$ cat src/hw/hpc_pkg.sv
// Constants shared by the host port control logic.
// Assumes an 8-bit host bus with a 3-bit address.
package hpc_pkg;
  localparam int HPC_DATA_W = 8;
  localparam int HPC_ADDR_W = 3;
  localparam int HPC_WORD_W = 16;

  // Host side byte addresses
  localparam logic [2:0] HPC_ADDR_CONTROL = 3'h0;
  localparam logic [2:0] HPC_ADDR_CMDVEC = 3'h1;
  localparam logic [2:0] HPC_ADDR_STATUS = 3'h2;
  localparam logic [2:0] HPC_ADDR_INTVEC = 3'h3;
  localparam logic [2:0] HPC_ADDR_DATA_A = 3'h6;
  localparam logic [2:0] HPC_ADDR_DATA_B = 3'h7;

  // host_interface_control bit positions
  localparam int HPC_CTL_RX_REQ_EN = 0;
  localparam int HPC_CTL_TX_REQ_EN = 1;
  localparam int HPC_CTL_DUAL_REQ = 2;
  localparam int HPC_CTL_FLAG_ZERO = 3;
  localparam int HPC_CTL_FLAG_ONE = 4;
  localparam int HPC_CTL_ORDER_LITTLE = 5;
  localparam int HPC_CTL_RESERVED = 6;
  localparam int HPC_CTL_INIT = 7;

  // host_side_status bit positions
  localparam int HPC_STS_RX_FULL = 0;
  localparam int HPC_STS_TX_EMPTY = 1;
  localparam int HPC_STS_TX_READY = 2;
  localparam int HPC_STS_CORE_FLAG2 = 3;
  localparam int HPC_STS_CORE_FLAG3 = 4;
  localparam int HPC_STS_REQUEST = 7;

  // Reset values
  localparam logic [7:0] HPC_CONTROL_RST = 8'h00;
  localparam logic HPC_HOST_RX_FULL_RST = 1'b0;
  localparam logic HPC_HOST_TX_EMPTY_RST = 1'b1;
  localparam logic HPC_CORE_RX_FULL_RST = 1'b0;
  localparam logic HPC_CORE_TX_EMPTY_RST = 1'b1;
  localparam logic [15:0] HPC_WORD_RST = 16'h0000;
  localparam logic [7:0] HPC_BYTE_RST = 8'h00;
  localparam logic [7:0] HPC_READ_ZERO = 8'h00;

  // Synchroniser layout: [14] cs_n, [13] rd_n, [12] wr_n,
  // [11:9] address, [8:1] data, [0] second handshake pin
  localparam int HPC_SYNC_W = 15;
  localparam logic [14:0] HPC_SYNC_IDLE = 15'h7000;

  typedef enum logic [1:0] {
    HPC_IDLE,
    HPC_READ,
    HPC_WRITE
  } hpc_access_e;
endpackage : hpc_pkg

$ cat src/hw/hpc_request_logic.sv
// Request pin logic of the host port.
// Assumes flags and enables come from the same clock domain.
`timescale 1ns/100ps
`default_nettype none
module hpc_request_logic (
  input wire logic rxEnable,
  input wire logic txEnable,
  input wire logic dualSelect,
  input wire logic hostRxFull,
  input wire logic hostTxEmpty,
  output logic hostRequestPin,
  output logic rxRequestOut,
  output logic rxRequestOe,
  output logic anyRequest
);
  logic rxReq;
  logic txReq;

  // Each source is gated by its own enable
  assign rxReq = rxEnable & hostRxFull;
  assign txReq = txEnable & hostTxEmpty;

  // Pin one: single request or transmit request
  assign hostRequestPin = dualSelect ? txReq : (rxReq | txReq);
  // Pin two: acknowledge input unless dual mode drives it
  assign rxRequestOut = dualSelect & rxReq;
  assign rxRequestOe = dualSelect;
  // Status request bit follows whichever pins are asserted
  assign anyRequest = hostRequestPin | rxRequestOut;
endmodule : hpc_request_logic
`default_nettype wire

$ cat src/hw/hpc_host_port.sv
// Host port control logic: control register, handshake flags, data bytes.
// Assumes host bus pins are asynchronous; core side shares clk.
// What this block does
// - Eight-bit control register, host read/write only
// - Receive enable gates receive-full request
// - Transmit enable gates transmit-empty request
// - Single pin requests on any enabled condition
// - Dual pins each follow their own condition
// - Dual select sets second pin's direction
// - Host flag zero host-owned, shown to core
// - Host flag one host-owned, shown to core
// - Little order: high at seven, low six
// - Big order: high at six, low seven
// - Init command runs, then self-clears
// - Init presets flags per both enables
// - Reserved bit six reads as zero
// - Hardware reset clears control register
// - Receive-full sets on move, clears on last read
// - Transmit-empty sets on move, clears on last write
// - Status request bit mirrors request pins
`timescale 1ns/100ps
`default_nettype none
module hpc_host_port (
  input wire logic clk,
  input wire logic rst_n,
  input wire logic hostCsN,
  input wire logic hostRdN,
  input wire logic hostWrN,
  input wire logic [hpc_pkg::HPC_ADDR_W-1:0] hostAddr,
  input wire logic [hpc_pkg::HPC_DATA_W-1:0] hostDataIn,
  output logic [hpc_pkg::HPC_DATA_W-1:0] hostDataOut,
  output logic hostDataOe,
  output logic hostRequestPin,
  input wire logic rxReqAckIn,
  output logic rxReqAckOut,
  output logic rxReqAckOe,
  output logic hostAckSeen,
  input wire logic coreTxWrite,
  input wire logic [hpc_pkg::HPC_WORD_W-1:0] coreTxData,
  input wire logic coreRxRead,
  output logic [hpc_pkg::HPC_WORD_W-1:0] coreRxData,
  output logic coreRxFull,
  output logic coreTxEmpty,
  input wire logic coreFlagTwo,
  input wire logic coreFlagThree,
  output logic hostFlagZero,
  output logic hostFlagOne,
  output logic byteOrderLittle
);
  import hpc_pkg::*;

  logic [HPC_SYNC_W-1:0] pinRaw;
  logic [HPC_SYNC_W-1:0] syncA_r;
  logic [HPC_SYNC_W-1:0] syncB_r;
  logic sCsN;
  logic sRdN;
  logic sWrN;
  logic [2:0] sAddr;
  logic [7:0] sData;
  logic sAck;

  hpc_access_e state_r;
  hpc_access_e state_nxt;
  logic [2:0] latAddr_r;
  logic [7:0] latData_r;
  logic [7:0] readData_r;
  logic readOe_r;
  logic ackSeen_r;

  logic [7:0] control_r;
  logic [7:0] control_nxt;
  logic hostRxFull_r;
  logic hostRxFull_nxt;
  logic hostTxEmpty_r;
  logic hostTxEmpty_nxt;
  logic coreRxFull_r;
  logic coreRxFull_nxt;
  logic coreTxEmpty_r;
  logic coreTxEmpty_nxt;
  logic [15:0] coreTxWord_r;
  logic [15:0] coreRxWord_r;
  logic [7:0] rxHigh_r;
  logic [7:0] rxLow_r;
  logic [7:0] txHigh_r;
  logic [7:0] txLow_r;

  logic rxEn;
  logic txEn;
  logic little;
  logic initExec;
  logic initRx;
  logic initTx;
  logic [2:0] highAddr;
  logic [2:0] lowAddr;
  logic startRead;
  logic startWrite;
  logic rdEnd;
  logic wrEnd;
  logic wrControl;
  logic wrHigh;
  logic wrLow;
  logic wrLast;
  logic rdLast;
  logic moveToHost;
  logic moveToCore;
  logic txReady;
  logic anyRequest;
  logic [7:0] statusByte;
  logic [7:0] readMux;
  logic [7:0] reservedMask;

  // Host pins gathered for the synchroniser
  assign pinRaw = {hostCsN, hostRdN, hostWrN, hostAddr, hostDataIn, rxReqAckIn};

  // Two flops per pin; only the second stage is read downstream
  genvar gi;
  generate
    for (gi = 0; gi < HPC_SYNC_W; gi++) begin : g_sync
      always_ff @(posedge clk) begin
        if (!rst_n) begin
          syncA_r[gi] <= HPC_SYNC_IDLE[gi];
          syncB_r[gi] <= HPC_SYNC_IDLE[gi];
        end else begin
          syncA_r[gi] <= pinRaw[gi];
          syncB_r[gi] <= syncA_r[gi];
        end
      end
    end
  endgenerate

  // Synchronised host signals
  assign sCsN = syncB_r[14];
  assign sRdN = syncB_r[13];
  assign sWrN = syncB_r[12];
  assign sAddr = syncB_r[11:9];
  assign sData = syncB_r[8:1];
  assign sAck = syncB_r[0];

  // Control fields
  assign rxEn = control_r[HPC_CTL_RX_REQ_EN];
  assign txEn = control_r[HPC_CTL_TX_REQ_EN];
  assign little = control_r[HPC_CTL_ORDER_LITTLE];
  assign initExec = control_r[HPC_CTL_INIT];
  assign initRx = initExec & rxEn;
  assign initTx = initExec & txEn;

  // Byte placement follows the order bit
  assign highAddr = little ? HPC_ADDR_DATA_B : HPC_ADDR_DATA_A;
  assign lowAddr = little ? HPC_ADDR_DATA_A : HPC_ADDR_DATA_B;

  // Access decode; writes commit when the strobe ends
  assign startRead = (state_r == HPC_IDLE) & ~sCsN & ~sRdN;
  assign startWrite = (state_r == HPC_IDLE) & ~sCsN & ~sWrN & sRdN;
  assign rdEnd = (state_r == HPC_READ) & (sRdN | sCsN);
  assign wrEnd = (state_r == HPC_WRITE) & (sWrN | sCsN);
  assign wrControl = wrEnd & (latAddr_r == HPC_ADDR_CONTROL);
  assign wrHigh = wrEnd & (latAddr_r == highAddr);
  assign wrLow = wrEnd & (latAddr_r == lowAddr);
  // Address seven is the last byte in either order
  assign wrLast = wrEnd & (latAddr_r == HPC_ADDR_DATA_B);
  assign rdLast = rdEnd & (latAddr_r == HPC_ADDR_DATA_B);

  // Word moves happen as soon as the source holds a word and the destination has room
  assign moveToHost = ~coreTxEmpty_r & ~hostRxFull_r;
  assign moveToCore = ~hostTxEmpty_r & ~coreRxFull_r;
  assign txReady = hostTxEmpty_r & ~coreRxFull_r;

  // Access state machine
  always_comb begin
    state_nxt = state_r;
    case (state_r)
      HPC_IDLE: begin
        if (startRead) begin
          state_nxt = HPC_READ;
        end else if (startWrite) begin
          state_nxt = HPC_WRITE;
        end
      end
      HPC_READ: begin
        if (rdEnd) begin
          state_nxt = HPC_IDLE;
        end
      end
      HPC_WRITE: begin
        if (wrEnd) begin
          state_nxt = HPC_IDLE;
        end
      end
      default: begin
        state_nxt = HPC_IDLE;
      end
    endcase
  end

  always_ff @(posedge clk) begin
    if (!rst_n) begin
      state_r <= HPC_IDLE;
    end else begin
      state_r <= state_nxt;
    end
  end

  // Latch address at start, data while the write strobe is low
  always_ff @(posedge clk) begin
    if (!rst_n) begin
      latAddr_r <= HPC_ADDR_CONTROL;
      latData_r <= HPC_BYTE_RST;
    end else if (startRead | startWrite) begin
      latAddr_r <= sAddr;
      latData_r <= sData;
    end else if ((state_r == HPC_WRITE) & ~sWrN & ~sCsN) begin
      latData_r <= sData;
    end
  end

  // Status byte seen by the host
  assign statusByte = {anyRequest, 2'b00, coreFlagThree, coreFlagTwo,
                       txReady, hostTxEmpty_r, hostRxFull_r};

  // Read selection; unused and write-only addresses read zero
  always_comb begin
    readMux = HPC_READ_ZERO;
    case (sAddr)
      HPC_ADDR_CONTROL: readMux = control_r;
      HPC_ADDR_STATUS: readMux = statusByte;
      HPC_ADDR_DATA_A: readMux = little ? rxLow_r : rxHigh_r;
      HPC_ADDR_DATA_B: readMux = little ? rxHigh_r : rxLow_r;
      default: readMux = HPC_READ_ZERO;
    endcase
  end

  // Read byte frozen for the whole strobe so it cannot tear
  always_ff @(posedge clk) begin
    if (!rst_n) begin
      readData_r <= HPC_READ_ZERO;
      readOe_r <= 1'b0;
    end else begin
      if (startRead) begin
        readData_r <= readMux;
      end
      readOe_r <= (state_nxt == HPC_READ);
    end
  end

  // Reserved bit never stored, so it reads zero
  assign reservedMask = ~(8'h01 << HPC_CTL_RESERVED);

  // Control register next value
  always_comb begin
    control_nxt = control_r;
    if (wrControl) begin
      control_nxt = latData_r & reservedMask;
    end else if (initExec) begin
      // Only the command bit drops; the rest is kept
      control_nxt[HPC_CTL_INIT] = 1'b0;
    end
  end

  always_ff @(posedge clk) begin
    if (!rst_n) begin
      control_r <= HPC_CONTROL_RST;
    end else begin
      control_r <= control_nxt;
    end
  end

  // Handshake flags; a hardware set wins over any clear
  assign hostRxFull_nxt = moveToHost | (hostRxFull_r & ~(rdLast | initRx));
  assign coreTxEmpty_nxt = moveToHost | initRx | (coreTxEmpty_r & ~coreTxWrite);
  assign hostTxEmpty_nxt = moveToCore | initTx | (hostTxEmpty_r & ~wrLast);
  assign coreRxFull_nxt = moveToCore | (coreRxFull_r & ~(coreRxRead | initTx));

  always_ff @(posedge clk) begin
    if (!rst_n) begin
      hostRxFull_r <= HPC_HOST_RX_FULL_RST;
      hostTxEmpty_r <= HPC_HOST_TX_EMPTY_RST;
      coreRxFull_r <= HPC_CORE_RX_FULL_RST;
      coreTxEmpty_r <= HPC_CORE_TX_EMPTY_RST;
    end else begin
      hostRxFull_r <= hostRxFull_nxt;
      hostTxEmpty_r <= hostTxEmpty_nxt;
      coreRxFull_r <= coreRxFull_nxt;
      coreTxEmpty_r <= coreTxEmpty_nxt;
    end
  end

  // Core transmit word and receive bytes toward the host
  always_ff @(posedge clk) begin
    if (!rst_n) begin
      coreTxWord_r <= HPC_WORD_RST;
      rxHigh_r <= HPC_BYTE_RST;
      rxLow_r <= HPC_BYTE_RST;
    end else begin
      if (coreTxWrite) begin
        coreTxWord_r <= coreTxData;
      end
      if (moveToHost) begin
        rxHigh_r <= coreTxWord_r[15:8];
        rxLow_r <= coreTxWord_r[7:0];
      end
    end
  end

  // Host transmit bytes and the core receive word
  always_ff @(posedge clk) begin
    if (!rst_n) begin
      txHigh_r <= HPC_BYTE_RST;
      txLow_r <= HPC_BYTE_RST;
      coreRxWord_r <= HPC_WORD_RST;
    end else begin
      if (wrHigh) begin
        txHigh_r <= latData_r;
      end
      if (wrLow) begin
        txLow_r <= latData_r;
      end
      if (moveToCore) begin
        coreRxWord_r <= {txHigh_r, txLow_r};
      end
    end
  end

  // Acknowledge only means something in single-request mode
  always_ff @(posedge clk) begin
    if (!rst_n) begin
      ackSeen_r <= 1'b0;
    end else begin
      ackSeen_r <= sAck & ~control_r[HPC_CTL_DUAL_REQ];
    end
  end

  // Request pins from the enabled conditions
  hpc_request_logic u_request (
    .rxEnable(rxEn),
    .txEnable(txEn),
    .dualSelect(control_r[HPC_CTL_DUAL_REQ]),
    .hostRxFull(hostRxFull_r),
    .hostTxEmpty(hostTxEmpty_r),
    .hostRequestPin(hostRequestPin),
    .rxRequestOut(rxReqAckOut),
    .rxRequestOe(rxReqAckOe),
    .anyRequest(anyRequest)
  );

  // Outputs; the core sees host flags but has no write path
  assign hostDataOut = readData_r;
  assign hostDataOe = readOe_r;
  assign hostAckSeen = ackSeen_r;
  assign coreRxData = coreRxWord_r;
  assign coreRxFull = coreRxFull_r;
  assign coreTxEmpty = coreTxEmpty_r;
  assign hostFlagZero = control_r[HPC_CTL_FLAG_ZERO];
  assign hostFlagOne = control_r[HPC_CTL_FLAG_ONE];
  assign byteOrderLittle = little;
endmodule : hpc_host_port
`default_nettype wire

$ cat config.mk
export PLATFORM = sky130hd
export DESIGN_NAME = hpc_host_port
export DESIGN_NICKNAME = d
export VERILOG_FILES = /design/src/hw/hpc_pkg.sv /design/src/hw/hpc_request_logic.sv /design/src/hw/hpc_host_port.sv
export SDC_FILE = /design/constraint.sdc
export NUM_CORES = 1
export LEC_CHECK = 0
export BUFFER_PORTS_ARGS = -buffer_cell sky130_fd_sc_hd__buf_2
export CORE_MARGIN = 2
export CORE_UTILIZATION = 60
export CTS_CLUSTER_DIAMETER = 40
export DETAILED_ROUTE_END_ITERATION = 10
export PLACE_DENSITY_LB_ADDON = 0.1
export SYNTH_ARGS = -nofsm -noshare
export SYNTH_HDL_FRONTEND = slang
export SYNTH_SLANG_ARGS = --single-unit
$ cat constraint.sdc
create_clock -name clk -period 4.6 [get_ports clk]
set_input_delay 0.46 -clock clk [delete_from_list [all_inputs] [get_ports clk]]
set_output_delay 0.46 -clock clk [all_outputs]
set_load 0.01 [all_outputs]
# After elaboration in Yosys (flattened, before gate mapping)
# Index checks and enable logic that the tools add are counted.
# totals
reg_bits	128
mem_bits_rw	0
latch_bits	0
romBits	0
mem_count	0
in_bits	37
# op_classes
bitwise_logic	51
shifts	0
multipliers	0
div_mod_pow	0
add_sub_neg	0
reduce_logical	5
n_lt_le_gt_ge	0
n_eq_ne	9
mux	13
# op_table
cell	count
two-way mux 8 bit	4
one-hot mux 8 bit (4 select lines)	1
bitwise AND 1 bit	26
OR 1 bit	13
NOT 1 bit	12
== test 3 bit (second input constant)	3
two-way mux 2 bit	4
== test 3 bit	2
zero test 3 bit	2
one-hot mux 2 bit (3 select lines)	1
== test 2 x 1 -> 1 bit (second input constant)	2
== test 3 x 2 -> 1 bit (second input constant)	1
two-way mux 1 bit	3
== test 2 bit (second input constant)	1
zero test 2 bit	1
AND reduction 2 bit	1
nonzero test 2 bit	1

# Longest topological paths before layout
# logic_depth
ltp_word	8
ltp_mapped	5
depth_no_buf	4

# Cells and area by module
# Synthesis repeated with hierarchy kept, for this count alone.
# hier_totals
hier_cells	513
area_unflattened_um2	4717.0
# by_module_without_submodules
module	instances	area_per_inst_um2	seq_area_each_um2	cells_each
hpc_host_port	1	4683.2	2562.5	507
hpc_request_logic	1	33.8	0.0	6

# Least setup slack after synthesis
# No wires, ideal clock.
# synth_timing
path_kind	reg2reg
from	reg control_r[5]
to	reg txLow_r[0]
slack_ps	3022
stages_incl_launch_ff	6
t_required_ps	4484
n_path_buf	1
arrival_time_ps	1462
synth_period_minus_slack_ps	1578
cell_sequence	dfxtp_1 xor2_1 nor4b_1 buf_2 mux2i_1 nor2b_1
# synth_between
elab_chain_cells	3
# synth_lines
element	line	rtl
start: declaration	hpc_host_port.sv:70	logic [7:0] control_r;
start signal: assignment	hpc_host_port.sv:263	control_r <= control_nxt;
two-way mux 1 bit	hpc_host_port.sv:149	assign lowAddr = little ? HPC_ADDR_DATA_A : HPC_ADDR_DATA_B;
== test 3 bit	hpc_host_port.sv:158	assign wrLow = wrEnd & (latAddr_r == lowAddr);
bitwise AND 1 bit	hpc_host_port.sv:158	
end signal: assignment	hpc_host_port.sv:315	txLow_r <= latData_r;
end: declaration	hpc_host_port.sv:85	logic [7:0] txLow_r;
# Every way passes these cells.
# A chain may end at the register's enable or synchronous reset.

# Worst setup path after layout
# layout_timing
from	reg control_r[5]
to	reg txLow_r[6]
# The elaborated chain is that of the path after synthesis.

==> qor.yml <==
timing:
  tightest_slew_ns: 1.20
  finalCritPeriodShare: 0.492
  rsz0062_at_grt: "no"
  fin_ws_ns: 2.34
  skew_ns: 0.00765
  finalHoldViolations: 0
  min_period_ns: 2.26
  finalSetupTns_ns: 0
  finalSetupViolations: 0
  relSlewSlack: 0.196
  slew_viol_final: 0
  max_freq_ghz: 0.442
logic_synthesis:
  synthArstFlopShare: 0
  synthAdderAreaFrac: 0
  synth_fp_nets: 502
  ys_warn_count: 0
  ys_seq_area_frac: 0.542
  yosys-top-cells-count: "dfxtp_1 (128), nand2_1 (73), mux2i_1 (57)"
  avgSynthCellArea_um2: 10.2
  synth_compound_area_frac: 0.0955
  yosysMostFrequentCell: "dfxtp_1"
  yosys.area_share.xor_xnor: 0.00529
  yosys-top-cells-area: "dfxtp_1 (54%), mux2i_1 (12%), nor2b_1 (6.6%)"
  synth_top_area_frac: 0.542
  netlist_area_mm2: 0.00473
  synth.ff_latch_count: 128
  synth_simple_gate_area_frac: 0.204
  synth_top_cell_by_area: "dfxtp_1"
  syn_inst: 465
  synth_edf_count: 0
  ys.flop_type: "dfxtp_1"
  synth_top_family_by_area: "simple AND/OR/NAND/NOR gates"
  synth_mux_area_frac: 0.130
  synth_cell_types: 33
worst_setup_path:
  r2r_slack_ns: 2.34
  worstPathArrival_ns: 2.67
  cp_max_fo: 8
  path_delay_family: "simple AND/OR/NAND/NOR gates"
  max_stage_delay_ns: 1.02
  worst-path-buf-inv: 0
  cp_slowest_cell: "nor4b_2"
  start_kind: "register"
  worstSetupEndpointType: "register"
  cp_num_cells: 4
  rr_worst_depth: 4
  worstPathCellList: "xor2_1 > nor4b_2 > mux2i_1 > nor2b_1"
  critical_path_class: "register to register"
  cp.required_ns: 5.01
power_and_ir_drop:
  max-vdd-ir-drop_mv: 0.358
  p_leak_nw: 2.32
  power.density_mw_per_mm2: 452
worst_hold_path:
  holdCritPathClass: "primary input to register"
  hold_depth: 2
routing:
  wl_per_cell_um: 14.5
  vias: 3358
  firstDrtPassIters: 4
  drtIter0Drc: 170
  vias_per_cell: 5.21
  ant_nets: 0
  drt_wl_total_um: 9370
  remaining_drc_errors: 0
cts:
  cts_tree: "done"
  cts.sinks: 128
  clock_path_buffers: 2
  cts_setup_buffers: 0
  cts_resized: 0
  clk_latency_ns: 0.51
  numCtsBuffers: 17
  clockRootBuffer: "clkbuf_8"
  clk_pin_slew_worst_paths_ns: 0.06
  cts-hold-fix-buffers: 0
  htreeDepth: 4
global_route:
  grt_max_degree: 68
  grt_use_total: 0.233
  antenna_found_initial: 0
  grt_pass1_vias: 3176
  grt.overflow.total: 0
  grt_first_pass_wirelength_um: 15400
finish:
  layout.nets: 567
  antenna_cells: 0
  drive_above_1_share: 0.214
  area_growth_syn_to_layout_pct: 21.4
place:
  dp_hpwl_um: 6130
  place.gp.congestion: 0.798
  numPortBuffers: 70
  dp_slack_ns: 2.41
floorplan:
  core-area_mm2: 0.00769
  die_h_um: 92.8
  rows: 32
  ios: 71
  die-area_mm2: 0.00861
  fp.dieW_um: 92.8
  initial_core_util: 0.615
run:
  maxCapViolCount: 0
run_status:
  outcome: "finished, final reports clean"
## cell usage in the layout (no fill, tap or decap), types with 2 or more instances in the layout
master      instances
nand2_1            73
nand2b_1            7
dfxtp_1           128
a2bb2oi_1           6
nand3_1             3
mux2i_1            57
nor2_1              8
clkinvlp_4          2
inv_6               2
and2_1             25
inv_1               3
clkinv_4            2
a21oi_1             7
bufinv_16           3
buf_2              70
nand3b_1            2
a21boi_0           34
mux2_2              4
clkinv_2            3
and3_1              3
clkbuf_16          16
clkbuf_8            4
o21ai_0            11
nor4b_1             2
o22ai_1             2
or2_2               2
nor2b_1            50
## metal layers
metal / GRT usage / part of all wire
met1: 0.305 / 0.46
met2: 0.365 / 0.48
met3: 0.0716 / 0.047
met4: 0.0809 / 0.012
met5: 0 / 0
## state kept, by name, summed over array words and instances, names as in the netlist, 2 cells and up
signal and flops:
state_r 2, latData_r 8, sAddr 3, txHigh_r 8, rxHigh_r 8, control_r 7, latAddr_r 3, coreRxData 16
txLow_r 8, coreTxWord_r 16, rxLow_r 8, sData 8, hostDataOut 8, syncA_r 15
## metrics by stage
step | power, mW | hold WS (ns) | instance area, um^2 | utilization | instances
6_report | 2.60 | 0.123 | 5740 | 0.747 | 645
5_1_grt | 2.68 | 0.118 | 5740 | 0.747 | 645
4_1_cts | 2.61 | 0.108 | 5740 | 0.747 | 645
3_5_place_dp | 1.27 | 0.411 | 5130 | 0.667 | 613
3_3_place_gp | 1.26 | 0.399 | 5130 | 0.667 | 613
2_1_floorplan | 1.24 | 0.386 | 4730 | - | 465
## final cells by class
| cell class | count | area, um^2 |
|---|---|---|
| Fill cell | 590 | 1950 |
| Clock buffer | 20 | 455 |
| Timing Repair Buffer | 71 | 358 |
| Clock inverter | 12 | 155 |
| Inverter | 3 | 11.3 |
| Tap cell | 102 | 128 |
| Sequential cell | 128 | 2560 |
| Multi-Input combinational cell | 309 | 2070 |
## final timing paths
check	start	end
min	hostWrN	syncA_r[12]
min reg2reg	syncA_r[12]	sWrN
max	control_r[5]	txLow_r[6]
max reg2reg	control_r[5]	txLow_r[6]
## worst register-to-register path: stages, from the launching register on
cell and delay (ns):
dfxtp_1 0.47, xor2_1 0.30, nor4b_2 1.02, mux2i_1 0.31, nor2b_1 0.07
## kinds of logic (layout without fill, tap and decap cells)
kind of cell,count (synthesis),count (layout)
AO/OA/AOI/OAI,64,64
XOR/XNOR,2,2
buffers and inverters,28,106
flip-flops,128,128
multiplexers,61,61
AND/OR/NAND/NOR,182,182
## power by group
part	internal [mW]	total [mW]	switching [mW]
logic	0.0476	0.0926	0.0449
clock network	0.870	1.35	0.482
registers	1.14	1.15	0.0156
Power figures use the tool's default switching activity.
